[src/logic/trc_pkg.sv]
// Shared constants and types of the tiny RISC core sequencer
package trc_pkg;
  // ----------------------------------------------------------------
  // Widths and sizes
  // ----------------------------------------------------------------
  localparam int TRC_PC_W = 9;
  localparam int TRC_IW = 16;
  localparam int TRC_DW = 8;
  localparam int TRC_NREG = 32;
  localparam int TRC_IO_AW = 6;
  localparam int TRC_STK_DEPTH = 3;
  localparam int TRC_NIRQ = 3;
  // ----------------------------------------------------------------
  // Reset values, vectors, special registers
  // ----------------------------------------------------------------
  localparam logic [8:0] TRC_PC_RST = 9'h000;
  localparam logic [8:0] TRC_VEC_BASE = 9'h001;
  localparam logic [8:0] TRC_PC_INC = 9'h001;
  localparam logic [4:0] TRC_PTR_REG = 5'h1e;
  localparam logic [5:0] TRC_IO_STATUS = 6'h3f;
  localparam int TRC_SR_I = 7;
  localparam int TRC_SR_Z = 1;
  localparam int TRC_SR_C = 0;
  // ----------------------------------------------------------------
  // Opcode field [15:12]
  // ----------------------------------------------------------------
  localparam logic [3:0] TRC_MISC_OP = 4'h0;
  localparam logic [3:0] TRC_REG2_OP = 4'h1;
  localparam logic [3:0] TRC_SUB_IMM_WITH_CARRY_OP = 4'h2;
  localparam logic [3:0] TRC_SUB_IMM_OP = 4'h3;
  localparam logic [3:0] TRC_COMPARE_IMM_OP = 4'h4;
  localparam logic [3:0] TRC_AND_IMM_OP = 4'h5;
  localparam logic [3:0] TRC_OR_IMM_OP = 4'h6;
  localparam logic [3:0] TRC_LOAD_CONSTANT_OP = 4'h7;
  localparam logic [3:0] TRC_IO_OP = 4'h8;
  localparam logic [3:0] TRC_RELATIVE_JUMP_OP = 4'hc;
  localparam logic [3:0] TRC_RELATIVE_CALL_OP = 4'hd;
  // Misc sub-op field [11:8]
  localparam logic [3:0] TRC_NOP_SUB = 4'h0;
  localparam logic [3:0] TRC_SUBROUTINE_RETURN_SUB = 4'h1;
  localparam logic [3:0] TRC_INTERRUPT_RETURN_SUB = 4'h2;
  localparam logic [3:0] TRC_INC_SUB = 4'h3;
  localparam logic [3:0] TRC_LD_IND_SUB = 4'h4;
  localparam logic [3:0] TRC_ST_IND_SUB = 4'h5;
  // Two-register sub-op field [11:10]
  localparam logic [1:0] TRC_ADD_SUB = 2'h0;
  localparam logic [1:0] TRC_SUBTRACT_SUB = 2'h1;
  localparam logic [1:0] TRC_AND_SUB = 2'h2;
  localparam logic [1:0] TRC_MOV_SUB = 2'h3;
  // ----------------------------------------------------------------
  // Execute state
  // ----------------------------------------------------------------
  typedef enum logic [1:0] {
    TRC_ST_RUN = 2'b01,
    TRC_ST_IN = 2'b10
  } trc_state_e;
endpackage

[src/logic/trc_stack_if.sv]
// Return-address stack connection between core and stack
`timescale 1ns/100ps
interface trc_stack_if;
  logic push;
  logic pop;
  logic [8:0] push_addr;
  logic [8:0] top;
  modport core (output push, output pop, output push_addr, input top);
  modport stack (input push, input pop, input push_addr, output top);
endinterface

[src/logic/trc_ret_stack.sv]
// Three-level hardware return-address stack
`timescale 1ns/100ps
module trc_ret_stack (
  // Clock and reset
  input wire logic mclk,
  input wire logic rstn,
  // Core side
  trc_stack_if.stack stk
);
  logic [8:0] lvl_q [trc_pkg::TRC_STK_DEPTH];
  logic [8:0] lvl_d [trc_pkg::TRC_STK_DEPTH];

  // ----------------------------------------------------------------
  // Level shifting
  // ----------------------------------------------------------------
  for (genvar i = 0; i < trc_pkg::TRC_STK_DEPTH; i++)
  begin : g_lvl
    // Push shifts deeper, dropping the oldest entry silently
    always_comb
    begin
      lvl_d[i] = lvl_q[i];
      if (stk.push)
      begin
        if (i == 0)
          lvl_d[i] = stk.push_addr;
        else
          lvl_d[i] = lvl_q[(i == 0) ? 0 : i - 1];
      end
      else if (stk.pop && (i < trc_pkg::TRC_STK_DEPTH - 1))
      begin
        lvl_d[i] = lvl_q[(i < trc_pkg::TRC_STK_DEPTH - 1) ? i + 1 : i];
      end
    end
    // Software may not rely on the contents after reset; clearing them keeps
    // the shift checks from comparing unknown levels on the first pushes
    always_ff @(posedge mclk or negedge rstn)
    begin
      if (!rstn)
        lvl_q[i] <= trc_pkg::TRC_PC_RST;
      else
        lvl_q[i] <= lvl_d[i];
    end
  end

  assign stk.top = lvl_q[0];

  chk_push_shift_down: assert property (@(posedge mclk) disable iff (!rstn)
    stk.push |=> (lvl_q[0] == $past(stk.push_addr)) && (lvl_q[1] == $past(lvl_q[0]))
      && (lvl_q[2] == $past(lvl_q[1])))
    else $error("push did not shift the stack down");
  chk_pop_shift_up: assert property (@(posedge mclk) disable iff (!rstn)
    (stk.pop && !stk.push) |=> (lvl_q[0] == $past(lvl_q[1])) && (lvl_q[1] == $past(lvl_q[2])))
    else $error("pop did not shift the stack up");
endmodule // trc_ret_stack

[src/logic/trc_core.sv]
// Sequencer, register file and decode of the tiny RISC core
`timescale 1ns/100ps
module trc_core (
  // Clock and reset
  input wire logic mclk,
  input wire logic rstn,
  // Program memory, read data valid in the cycle its address is out
  output logic [8:0] pm_addr_q,
  input wire logic [15:0] pm_data,
  // I/O space
  output logic [5:0] io_addr_q,
  output logic [7:0] io_wdata_q,
  output logic io_we_q,
  output logic io_re_q,
  input wire logic [7:0] io_rdata,
  // Interrupts
  input wire logic [2:0] irq_req,
  output logic [2:0] irq_ack_q,
  output logic gie_q
);
  // ----------------------------------------------------------------
  // State
  // ----------------------------------------------------------------
  trc_pkg::trc_state_e st_q, st_d;
  logic [15:0] ir_q, ir_d;
  logic [8:0] epc_q, epc_d, pc_d;
  logic vld_q, vld_d, gie_d, c_q, c_d, z_q, z_d;
  logic [2:0] ack_d;
  logic [5:0] io_addr_d;
  logic [7:0] io_wdata_d;
  logic io_we_d, io_re_d, in_int_q, in_int_d;
  logic [4:0] in_rd_q, in_rd_d;
  logic [7:0] rf_q [trc_pkg::TRC_NREG];
  logic rf_we;
  logic [4:0] rf_wa;
  logic [7:0] rf_wd;
  logic redirect, take_irq;
  logic [8:0] tgt, vec;
  logic [2:0] irq_lo;
  logic [3:0] opc;
  logic [4:0] rd5, rr5, rd_hi, ptr;
  logic [7:0] a_op, b_op, k_imm, sreg_rd;
  logic [8:0] diff;

  trc_stack_if stk ();

  trc_ret_stack u_stack (
    .mclk(mclk),
    .rstn(rstn),
    .stk(stk)
  );

  // ----------------------------------------------------------------
  // Field decode and operands
  // ----------------------------------------------------------------
  // one word per instruction
  assign opc = ir_q[15:12];
  assign rd5 = ir_q[9:5];
  assign rr5 = ir_q[4:0];
  // immediate forms reach only the upper half
  assign rd_hi = {1'b1, ir_q[7:4]};
  assign k_imm = {ir_q[11:8], ir_q[3:0]};
  assign ptr = rf_q[trc_pkg::TRC_PTR_REG][4:0];
  assign sreg_rd = {gie_q, 5'h00, z_q, c_q};
  // low 9 bits of the offset suffice, the space wraps at 512
  assign tgt = epc_q + ir_q[8:0] + trc_pkg::TRC_PC_INC;
  // Lowest pending source has the lowest vector
  assign irq_lo = irq_req & (~irq_req + 3'h1);
  assign vec = trc_pkg::TRC_VEC_BASE + {7'h00, irq_lo[2], irq_lo[1]};
  assign take_irq = (st_q == trc_pkg::TRC_ST_RUN) && vld_q && gie_q && (|irq_req);

  // ----------------------------------------------------------------
  // Execute: next-state logic
  // ----------------------------------------------------------------
  // Operand selection shared by the two-register and immediate ALU forms
  always_comb
  begin
    a_op = rf_q[rd5];
    b_op = rf_q[rr5];
    if (opc != trc_pkg::TRC_REG2_OP && opc != trc_pkg::TRC_MISC_OP)
    begin
      a_op = rf_q[rd_hi];
      b_op = k_imm;
    end
  end

  // Whole sequencer step; an interrupt replaces the word in execute
  always_comb
  begin
    diff = {1'b0, a_op} - {1'b0, b_op};
    pc_d = pm_addr_q + trc_pkg::TRC_PC_INC;
    ir_d = pm_data;
    epc_d = pm_addr_q;
    vld_d = 1'b1;
    st_d = trc_pkg::TRC_ST_RUN;
    gie_d = gie_q;
    c_d = c_q;
    z_d = z_q;
    ack_d = 3'h0;
    io_addr_d = io_addr_q;
    io_wdata_d = io_wdata_q;
    io_we_d = 1'b0;
    io_re_d = 1'b0;
    in_rd_d = in_rd_q;
    in_int_d = in_int_q;
    rf_we = 1'b0;
    rf_wa = rd_hi;
    rf_wd = diff[7:0];
    stk.push = 1'b0;
    stk.pop = 1'b0;
    stk.push_addr = epc_q + trc_pkg::TRC_PC_INC;
    redirect = 1'b0;
    unique case (st_q)
      trc_pkg::TRC_ST_IN:
      begin
        // Second cycle of an I/O read: peripheral answers now
        rf_we = 1'b1;
        rf_wa = in_rd_q;
        rf_wd = in_int_q ? sreg_rd : io_rdata;
      end
      trc_pkg::TRC_ST_RUN:
      begin
        if (take_irq)
        begin
          gie_d = 1'b0;
          ack_d = irq_lo;
          // interrupted word is the return point
          stk.push = 1'b1;
          stk.push_addr = epc_q;
          pc_d = vec;
          redirect = 1'b1;
        end
        else if (vld_q)
        begin
          unique case (opc)
            trc_pkg::TRC_MISC_OP:
            begin
              rf_wa = ir_q[4:0];
              if (ir_q[11:8] == trc_pkg::TRC_SUBROUTINE_RETURN_SUB
                  || ir_q[11:8] == trc_pkg::TRC_INTERRUPT_RETURN_SUB)
              begin
                stk.pop = 1'b1;
                pc_d = stk.top;
                redirect = 1'b1;
                if (ir_q[11:8] == trc_pkg::TRC_INTERRUPT_RETURN_SUB)
                  gie_d = 1'b1;
              end
              else if (ir_q[11:8] == trc_pkg::TRC_INC_SUB)
              begin
                rf_we = 1'b1;
                rf_wd = rf_q[ir_q[4:0]] + 8'h01;
                z_d = (rf_wd == 8'h00);
              end
              else if (ir_q[11:8] == trc_pkg::TRC_LD_IND_SUB)
              begin
                rf_we = 1'b1;
                rf_wd = rf_q[ptr];
              end
              else if (ir_q[11:8] == trc_pkg::TRC_ST_IND_SUB)
              begin
                rf_we = 1'b1;
                rf_wa = ptr;
                rf_wd = rf_q[ir_q[4:0]];
              end
            end
            trc_pkg::TRC_REG2_OP:
            begin
              // two operands in, destination written, one cycle
              rf_we = 1'b1;
              rf_wa = rd5;
              unique case (ir_q[11:10])
                trc_pkg::TRC_ADD_SUB: {c_d, rf_wd} = {1'b0, a_op} + {1'b0, b_op};
                trc_pkg::TRC_SUBTRACT_SUB: {c_d, rf_wd} = diff;
                trc_pkg::TRC_AND_SUB: rf_wd = a_op & b_op;
                trc_pkg::TRC_MOV_SUB: rf_wd = b_op;
              endcase
              z_d = (rf_wd == 8'h00);
            end
            trc_pkg::TRC_SUB_IMM_WITH_CARRY_OP, trc_pkg::TRC_SUB_IMM_OP, trc_pkg::TRC_COMPARE_IMM_OP:
            begin
              if (opc == trc_pkg::TRC_SUB_IMM_WITH_CARRY_OP)
                diff = diff - {8'h00, c_q};
              // Compare only sets flags
              rf_we = (opc != trc_pkg::TRC_COMPARE_IMM_OP);
              rf_wd = diff[7:0];
              c_d = diff[8];
              z_d = (diff[7:0] == 8'h00);
            end
            trc_pkg::TRC_AND_IMM_OP, trc_pkg::TRC_OR_IMM_OP, trc_pkg::TRC_LOAD_CONSTANT_OP:
            begin
              rf_we = 1'b1;
              if (opc == trc_pkg::TRC_LOAD_CONSTANT_OP)
                rf_wd = k_imm;
              else
              begin
                rf_wd = (opc == trc_pkg::TRC_AND_IMM_OP) ? (a_op & k_imm) : (a_op | k_imm);
                z_d = (rf_wd == 8'h00);
              end
            end
            trc_pkg::TRC_IO_OP:
            begin
              io_addr_d = ir_q[10:5];
              if (ir_q[11])
              begin
                io_wdata_d = rf_q[ir_q[4:0]];
                // Status register lives here and is not forwarded
                if (ir_q[10:5] == trc_pkg::TRC_IO_STATUS)
                begin
                  gie_d = io_wdata_d[trc_pkg::TRC_SR_I];
                  z_d = io_wdata_d[trc_pkg::TRC_SR_Z];
                  c_d = io_wdata_d[trc_pkg::TRC_SR_C];
                end
                else
                  io_we_d = 1'b1;
              end
              else
              begin
                // Read stalls one cycle; outputs are registered
                in_rd_d = ir_q[4:0];
                in_int_d = (ir_q[10:5] == trc_pkg::TRC_IO_STATUS);
                io_re_d = !in_int_d;
                st_d = trc_pkg::TRC_ST_IN;
                pc_d = pm_addr_q;
                ir_d = ir_q;
                epc_d = epc_q;
              end
            end
            trc_pkg::TRC_RELATIVE_JUMP_OP, trc_pkg::TRC_RELATIVE_CALL_OP:
            begin
              pc_d = tgt;
              redirect = 1'b1;
              stk.push = (opc == trc_pkg::TRC_RELATIVE_CALL_OP);
            end
            default:
            begin
              // Unused opcodes behave as no operation
            end
          endcase
        end
      end
    endcase
    // flush the prefetched word on any flow change
    if (redirect)
      vld_d = 1'b0;
  end

  // ----------------------------------------------------------------
  // Registers
  // ----------------------------------------------------------------
  // fetch restarts at word zero
  always_ff @(posedge mclk or negedge rstn)
  begin
    if (!rstn)
    begin
      st_q <= trc_pkg::TRC_ST_RUN;
      pm_addr_q <= trc_pkg::TRC_PC_RST;
      ir_q <= 16'h0000;
      epc_q <= trc_pkg::TRC_PC_RST;
      vld_q <= 1'b0;
      gie_q <= 1'b0;
      c_q <= 1'b0;
      z_q <= 1'b0;
      irq_ack_q <= 3'h0;
      io_addr_q <= 6'h00;
      io_wdata_q <= 8'h00;
      io_we_q <= 1'b0;
      io_re_q <= 1'b0;
      in_rd_q <= 5'h00;
      in_int_q <= 1'b0;
    end
    else
    begin
      st_q <= st_d;
      pm_addr_q <= pc_d;
      ir_q <= ir_d;
      epc_q <= epc_d;
      vld_q <= vld_d;
      gie_q <= gie_d;
      c_q <= c_d;
      z_q <= z_d;
      irq_ack_q <= ack_d;
      io_addr_q <= io_addr_d;
      io_wdata_q <= io_wdata_d;
      io_we_q <= io_we_d;
      io_re_q <= io_re_d;
      in_rd_q <= in_rd_d;
      in_int_q <= in_int_d;
    end
  end

  // register file, data only, no reset
  always_ff @(posedge mclk)
  begin
    if (rf_we)
      rf_q[rf_wa] <= rf_wd;
  end

  // ----------------------------------------------------------------
  // Checks
  // ----------------------------------------------------------------
  // reset fetch
  chk_reset_fetch_zero: assert property (@(posedge mclk) disable iff (!rstn)
    $rose(rstn) |-> (pm_addr_q == 9'h000) && !vld_q)
    else $error("fetch did not start at word zero");
  chk_fetch_step_one: assert property (@(posedge mclk) disable iff (!rstn)
    (st_q == trc_pkg::TRC_ST_RUN && !redirect && st_d == trc_pkg::TRC_ST_RUN)
      |=> (pm_addr_q == $past(pm_addr_q) + 9'h001) && vld_q)
    else $error("prefetch did not advance by one");
  chk_jump_target_flush: assert property (@(posedge mclk) disable iff (!rstn)
    (!take_irq && vld_q && st_q == trc_pkg::TRC_ST_RUN && opc == trc_pkg::TRC_RELATIVE_JUMP_OP)
      |=> (pm_addr_q == $past(epc_q) + $past(ir_q[8:0]) + 9'h001) && !vld_q ##1 vld_q)
    else $error("relative jump target or flush wrong");
  chk_call_push_addr: assert property (@(posedge mclk) disable iff (!rstn)
    (!take_irq && vld_q && st_q == trc_pkg::TRC_ST_RUN && opc == trc_pkg::TRC_RELATIVE_CALL_OP)
      |-> stk.push && (stk.push_addr == epc_q + 9'h001))
    else $error("call pushed wrong return address");
  chk_return_pc_load: assert property (@(posedge mclk) disable iff (!rstn)
    stk.pop |=> (pm_addr_q == $past(stk.top)) && !vld_q)
    else $error("return did not load the stack top");
  chk_irq_take_prio: assert property (@(posedge mclk) disable iff (!rstn)
    take_irq |=> !gie_q && (irq_ack_q == ($past(irq_req) & (~$past(irq_req) + 3'h1)))
      && (pm_addr_q == 9'h001 + {7'h00, irq_ack_q[2], irq_ack_q[1]}))
    else $error("interrupt priority or enable clear wrong");
  chk_irq_gated_off: assert property (@(posedge mclk) disable iff (!rstn)
    !gie_q |=> irq_ack_q == 3'h0)
    else $error("interrupt taken with global enable clear");
  // immediate forms write upper half only
  chk_imm_upper_half: assert property (@(posedge mclk) disable iff (!rstn)
    (rf_we && st_q == trc_pkg::TRC_ST_RUN && opc >= trc_pkg::TRC_SUB_IMM_WITH_CARRY_OP
      && opc <= trc_pkg::TRC_LOAD_CONSTANT_OP) |-> rf_wa[4])
    else $error("immediate form wrote a lower register");
  chk_add_writeback: assert property (@(posedge mclk) disable iff (!rstn)
    (!take_irq && vld_q && st_q == trc_pkg::TRC_ST_RUN && opc == trc_pkg::TRC_REG2_OP
      && ir_q[11:10] == trc_pkg::TRC_ADD_SUB)
      |=> rf_q[$past(rd5)] == $past(rf_q[rd5] + rf_q[rr5]))
    else $error("two-register add result wrong");
  chk_io_write_addr: assert property (@(posedge mclk) disable iff (!rstn)
    (!take_irq && vld_q && st_q == trc_pkg::TRC_ST_RUN && opc == trc_pkg::TRC_IO_OP && ir_q[11]
      && ir_q[10:5] != trc_pkg::TRC_IO_STATUS) |=> io_we_q && (io_addr_q == $past(ir_q[10:5]))
      && (io_wdata_q == $past(rf_q[ir_q[4:0]])))
    else $error("I/O write not issued correctly");
  // strobe only for an executed write
  chk_io_strobe_cause: assert property (@(posedge mclk) disable iff (!rstn)
    io_we_q |-> $past(!take_irq && vld_q && st_q == trc_pkg::TRC_ST_RUN && opc == trc_pkg::TRC_IO_OP && ir_q[11]))
    else $error("I/O write strobe without a write instruction");
endmodule // trc_core

[config.mk]
export PLATFORM = sky130hd
export DESIGN_NAME = trc_core
export DESIGN_NICKNAME = d
export VERILOG_FILES = /design/src/logic/trc_pkg.sv /design/src/logic/trc_stack_if.sv /design/src/logic/trc_ret_stack.sv /design/src/logic/trc_core.sv
export SDC_FILE = /design/constraint.sdc
export NUM_CORES = 1
export LEC_CHECK = 0
export BUFFER_PORTS_ARGS = -buffer_cell sky130_fd_sc_hd__buf_2
export CORE_UTILIZATION = 55
export CTS_CLUSTER_SIZE = 14
export DETAILED_ROUTE_END_ITERATION = 10
export PLACE_DENSITY = 0.73
export SKIP_LAST_GASP = 1
export SLEW_MARGIN = 30
export SYNTH_ARGS = -nofsm -noshare
export SYNTH_HDL_FRONTEND = slang
export SYNTH_SLANG_ARGS = --single-unit
[constraint.sdc]
create_clock -name mclk -period 8.05 [get_ports mclk]
set_clock_uncertainty 0.05 [all_clocks]
set_input_delay 0.805 -clock mclk [delete_from_list [all_inputs] [get_ports mclk]]
set_output_delay 0.805 -clock mclk [all_outputs]
set_load 0.01 [all_outputs]
==> results.md <==
| Group | Parameter | Reported |
|---|---|---|
| sta | Final count of hold timing violations | 0 |
| flow run | Count of maximum capacitance violations | 0 |
| clock network | Clk Latency, worst-skew pair | 0.56 ns |
| floorplan | Horizontal die dimension | 204 um |
| sta | Minimum period implied by the final worst setup slack | 6.33 ns |
| clock network | Postcts setup bufs | 0 |
| sta | TNS Setup | 0 ns |
| sta | Maximum clock frequency | 0.158 GHz |
| place | Count of port buffers added during placement | 57 |
| setup path | Buffer and inverter count on the worst path | 3 |
| sta | RSZ-0062 raised after global routing | no |
| logic synthesis | EDFF count, synth | 256 |
| floorplan | Number of top-level pins | 58 |
| sta | Max transition margin | 0.280 |
| clock network | Clock transition time at the flip-flop clock pins of the worst setup and hold paths | 0.07 ns |
| finish | Ratio of cells with drive above 1 in the final layout | 0.241 |
| clock network | TritonCTS clock tree | built |
| global routing | Total global routing overflow | 0 |
| clock network | Cell at the root of the clock tree | sky130_fd_sc_hd__clkbuf_16 |
| setup path | Data required time of the worst path | 8.32 ns |
| logic synthesis | Count of unique library cells instantiated by Yosys | 73 |
| global routing | GRT Resource Usage Total | 0.368 |
| min path | Worst hold path class | in -> async |
| setup path | Cell class contributing the biggest share of worst-path delay | simple AND/OR/NAND/NOR gates |
| place | Global placement routability congestion | 0.965 |
| outcome | Status | complete, no violations |
| logic synthesis | Area share of the largest cell type after synthesis | 0.343 |
| routing | Count of antenna-violating nets left after detailed routing | 0 |
| sta | Worst Max-Slew Pin Slew | 1.08 ns |
| logic synthesis | Seq/Total Area, Yosys | 0.446 |
| logic synthesis | Async SR Flop Fraction | 0.264 |
| setup path | Setup Crit Path Kind | reg -> reg |
| routing | Number of DRC violations after detailed-routing iteration 0 | 2434 |
| setup path | Crit-path slowest cell | sky130_fd_sc_hd__dfrtp_4 |
| floorplan | Die footprint | 41500 um2 |
| routing | Routed via count | 17.5k |
| logic synthesis | Biggest area contributors in the synthesized netlist | sky130_fd_sc_hd__edfxtp_1, sky130_fd_sc_hd__mux4_2, sky130_fd_sc_hd__dfrtp_1 |
| floorplan | Placeable core region | 39900 um2 |
| routing | Number of optimization iterations in the first detailed-route pass | 6 |
| global routing | Number of global-route vias before repair | 17.2k |
| setup path | Worst EP arrival | 6.61 ns |
| logic synthesis | #FFs+latches synth | 348 |
| setup path | Critical Path Sink Type | flop |
| logic synthesis | Cell type contributing the most total cell area after synthesis | sky130_fd_sc_hd__edfxtp_1 |
| power and ir drop | Cell leakage power | 0.00897 uW |
| routing | Detailed-route wire length | 74600 um |
| global routing | Maximum number of pins on one net before global-route repair | 56 |
| finish | Area delta synth->final | 9.79% |
| logic synthesis | YS warnings | 0 |
| sta | Count of pins over their slew limit | 0 |
| setup path | Maximum single-stage delay on the critical path | 0.80 ns |
| clock network | Total number of H-tree levels | 2 |
| logic synthesis | Dominant synthesized flop cell | sky130_fd_sc_hd__edfxtp_1 |
| power and ir drop | Power density of the placed cells | 259 nW/um2 |
| setup path | Cell-by-cell trace of the critical path | buf_4, mux2i_1, a22oi_1, nand3_1, nand4_1, nand2_1, o21ai_0, ha_1, fa_1, nor2b_1, o31a_1, o21a_1, nor2_1, xnor2_1, buf_4, a21boi_0, o221ai_1, or3_1, o311a_1, a31oi_2, buf_4 |
| global routing | Antenna violations before repair | 1 |
| routing | Vias/cell | 7.29 |
| power and ir drop | IR drop worst, VDD | 0.177 mV |
| clock network | Post-CTS Hold Fix Bufs | 0 |
| floorplan | Std cell rows | 73 |
| sta | Share of the clock period used by the worst path | 0.787 |
| global routing | Wire length of the first global-routing pass | 111000 um |
| finish | Post-route non-filler standard cell count | 2404 |
| setup path | Top cell by count, worst path | sky130_fd_sc_hd__buf_4 |
| place | Inst Count DP | 2341 |
| finish | Net count of the finished layout | 1919 |
| floorplan | Die extent in y | 204 um |
| logic synthesis | Mapped Area | 22400 um2 |
| logic synthesis | Cell count after synthesis | 1822 |
| clock network | TritonCTS buffer count | 39 |
| setup path | Element type at the critical path start | flop |
| sta | Setup-failing EPs final | 0 |
| finish | Sequential cell area | 10000 um2 |
| routing | Detailed-route DRC error count | 0 |
| logic synthesis | Mapped Avg Cell Area | 12.3 um2 |
| finish | Footprint of the multi-input gates | 11700 um2 |
| logic synthesis | Nets in the synthesized netlist | 1884 |
| finish | Final-layout fill cell count | 3025 |
| floorplan | Starting utilization of the core area | 0.561 |
| finish | Number of antenna cells inserted | 0 |
| clock network | Max Buffers Root-to-Sink | 3 |
| place | Final HPWL from detailed placement | 52100 um |
| routing | Average wire per cell in the routed design | 31.0 um |
| clock network | # clock sinks | 348 |
| setup path | Peak fanout along the critical path | 40 |
| clock network | CTS resizes | 0 |
## flip-flops by register name, indices dropped and copies added, names as in the netlist
signal / count
c_q: 1
epc_q: 9
gie_q: 1
in_int_q: 1
in_rd_q: 5
io_addr_q: 6
io_re_q: 1
io_wdata_q: 8
io_we_q: 1
ir_q: 16
irq_ack_q: 3
pm_addr_q: 9
rf_q: 256
st_q: 2
u_stack.lvl_q: 18
u_stack.stk.top: 9
vld_q: 1
z_q: 1
## per-layer routing
layer	routed length, um	global-route usage	vias to the layer above
met5	20	0	-
met4	4770	0.211	2
met3	9280	0.104	306
met2	33500	0.548	1350
met1	27100	0.486	8675
li1	-	-	7193
## cell usage after synthesis (32+ instances only)
cell	n
sky130_fd_sc_hd__mux2i_1	127
sky130_fd_sc_hd__nor2_1	137
sky130_fd_sc_hd__edfxtp_1	256
sky130_fd_sc_hd__o21ai_0	91
sky130_fd_sc_hd__inv_1	33
sky130_fd_sc_hd__nand3_1	35
sky130_fd_sc_hd__dfrtp_1	91
sky130_fd_sc_hd__mux2_2	32
sky130_fd_sc_hd__mux4_2	195
sky130_fd_sc_hd__clkbuf_1	77
sky130_fd_sc_hd__nand2_1	198
sky130_fd_sc_hd__a22oi_1	41
sky130_fd_sc_hd__a21oi_1	88
## cells by family (layout without fill, tap and decap cells)
group,after synthesis,after routing,synth area share
simple gates,504,504,0.101
fa+ha+maj,33,33,0.0195
mux,364,364,0.280
compound gates,367,367,0.105
xor+xnor,36,36,0.0141
flops,348,348,0.446
buf+inv,170,227,0.0339
## final cells by class
type                    instances  area share
clock buffers                  48      0.0424
clock inverters                15     0.00626
inverters                      35     0.00535
multi-input cells            1304       0.478
flip-flops and latches        348       0.407
well taps                     525      0.0267
repair buffers                129      0.0344
## worst paths after layout
check	from	end	slack, ns	cells after the start
min in group mclk	pm_data[10]	ir_q[10]	0.41	3
max	ir_q[1]	rf_q[31][6]	1.72	21
min	rstn	c_q	0.21	1
max in group asynchronous	rstn	ir_q[6]	6.60	2
min reg2reg	io_wdata_q[6]	io_wdata_q[6]	0.43	2
max reg2reg	ir_q[1]	rf_q[31][6]	1.72	21
## through the flow
step	cell area, um2	power, uW	hold slack (ns)	setup slack [ns]	util
3_3_place_gp	23300	4530	0.413	2.08	0.584
3_5_place_dp	23400	4600	0.418	1.91	0.586
4_1_cts	24600	6320	0.230	1.88	0.616
2_1_floorplan	22400	3880	0.396	2.03	-
5_1_grt	24600	6600	0.260	1.40	0.616
6_report	24600	6360	0.214	1.72	0.616
## worst register-to-register path: cells and delay by family (launching register included)
kind,cells,cell delay (ns)
and+or+nand+nor,6,1.39
AOI/OAI and AO/OA,8,1.33
buffers and inverters,3,1.23
adders and majority gates,2,0.81
DFF,1,0.80
muxes,1,0.30
xor gates and xnor gates,1,0.14
## report_power, final
group / total (uW) / switching [uW] / internal (uW)
sequential: 2620 / 223 / 2390
combinational: 2000 / 1260 / 745
clock: 1730 / 725 / 1010
## cells in the final DEF, fill, tap and decap left out, types with 17 or more instances in the layout
cell type / netlist / routed
sky130_fd_sc_hd__edfxtp_1: 256 / 256
sky130_fd_sc_hd__nand2_1: 198 / 198
sky130_fd_sc_hd__mux4_2: 195 / 195
sky130_fd_sc_hd__mux2i_1: 127 / 127
sky130_fd_sc_hd__nor2_1: 137 / 125
sky130_fd_sc_hd__o21ai_0: 91 / 89
sky130_fd_sc_hd__dfrtp_1: 91 / 86
sky130_fd_sc_hd__a21oi_1: 88 / 85
sky130_fd_sc_hd__buf_4: 17 / 71
sky130_fd_sc_hd__buf_2: 20 / 56
sky130_fd_sc_hd__a22oi_1: 41 / 41
sky130_fd_sc_hd__clkbuf_16: 0 / 40
sky130_fd_sc_hd__nand3_1: 35 / 35
sky130_fd_sc_hd__inv_1: 33 / 33
sky130_fd_sc_hd__mux2_2: 32 / 32
sky130_fd_sc_hd__ha_1: 30 / 30
sky130_fd_sc_hd__nor2b_1: 30 / 28
sky130_fd_sc_hd__nor3_1: 30 / 27
sky130_fd_sc_hd__o22ai_1: 23 / 23
sky130_fd_sc_hd__xnor2_1: 21 / 21
sky130_fd_sc_hd__a211oi_1: 18 / 18
sky130_fd_sc_hd__nand2b_1: 17 / 17
Note: power is estimated with default switching activity, not from simulation.
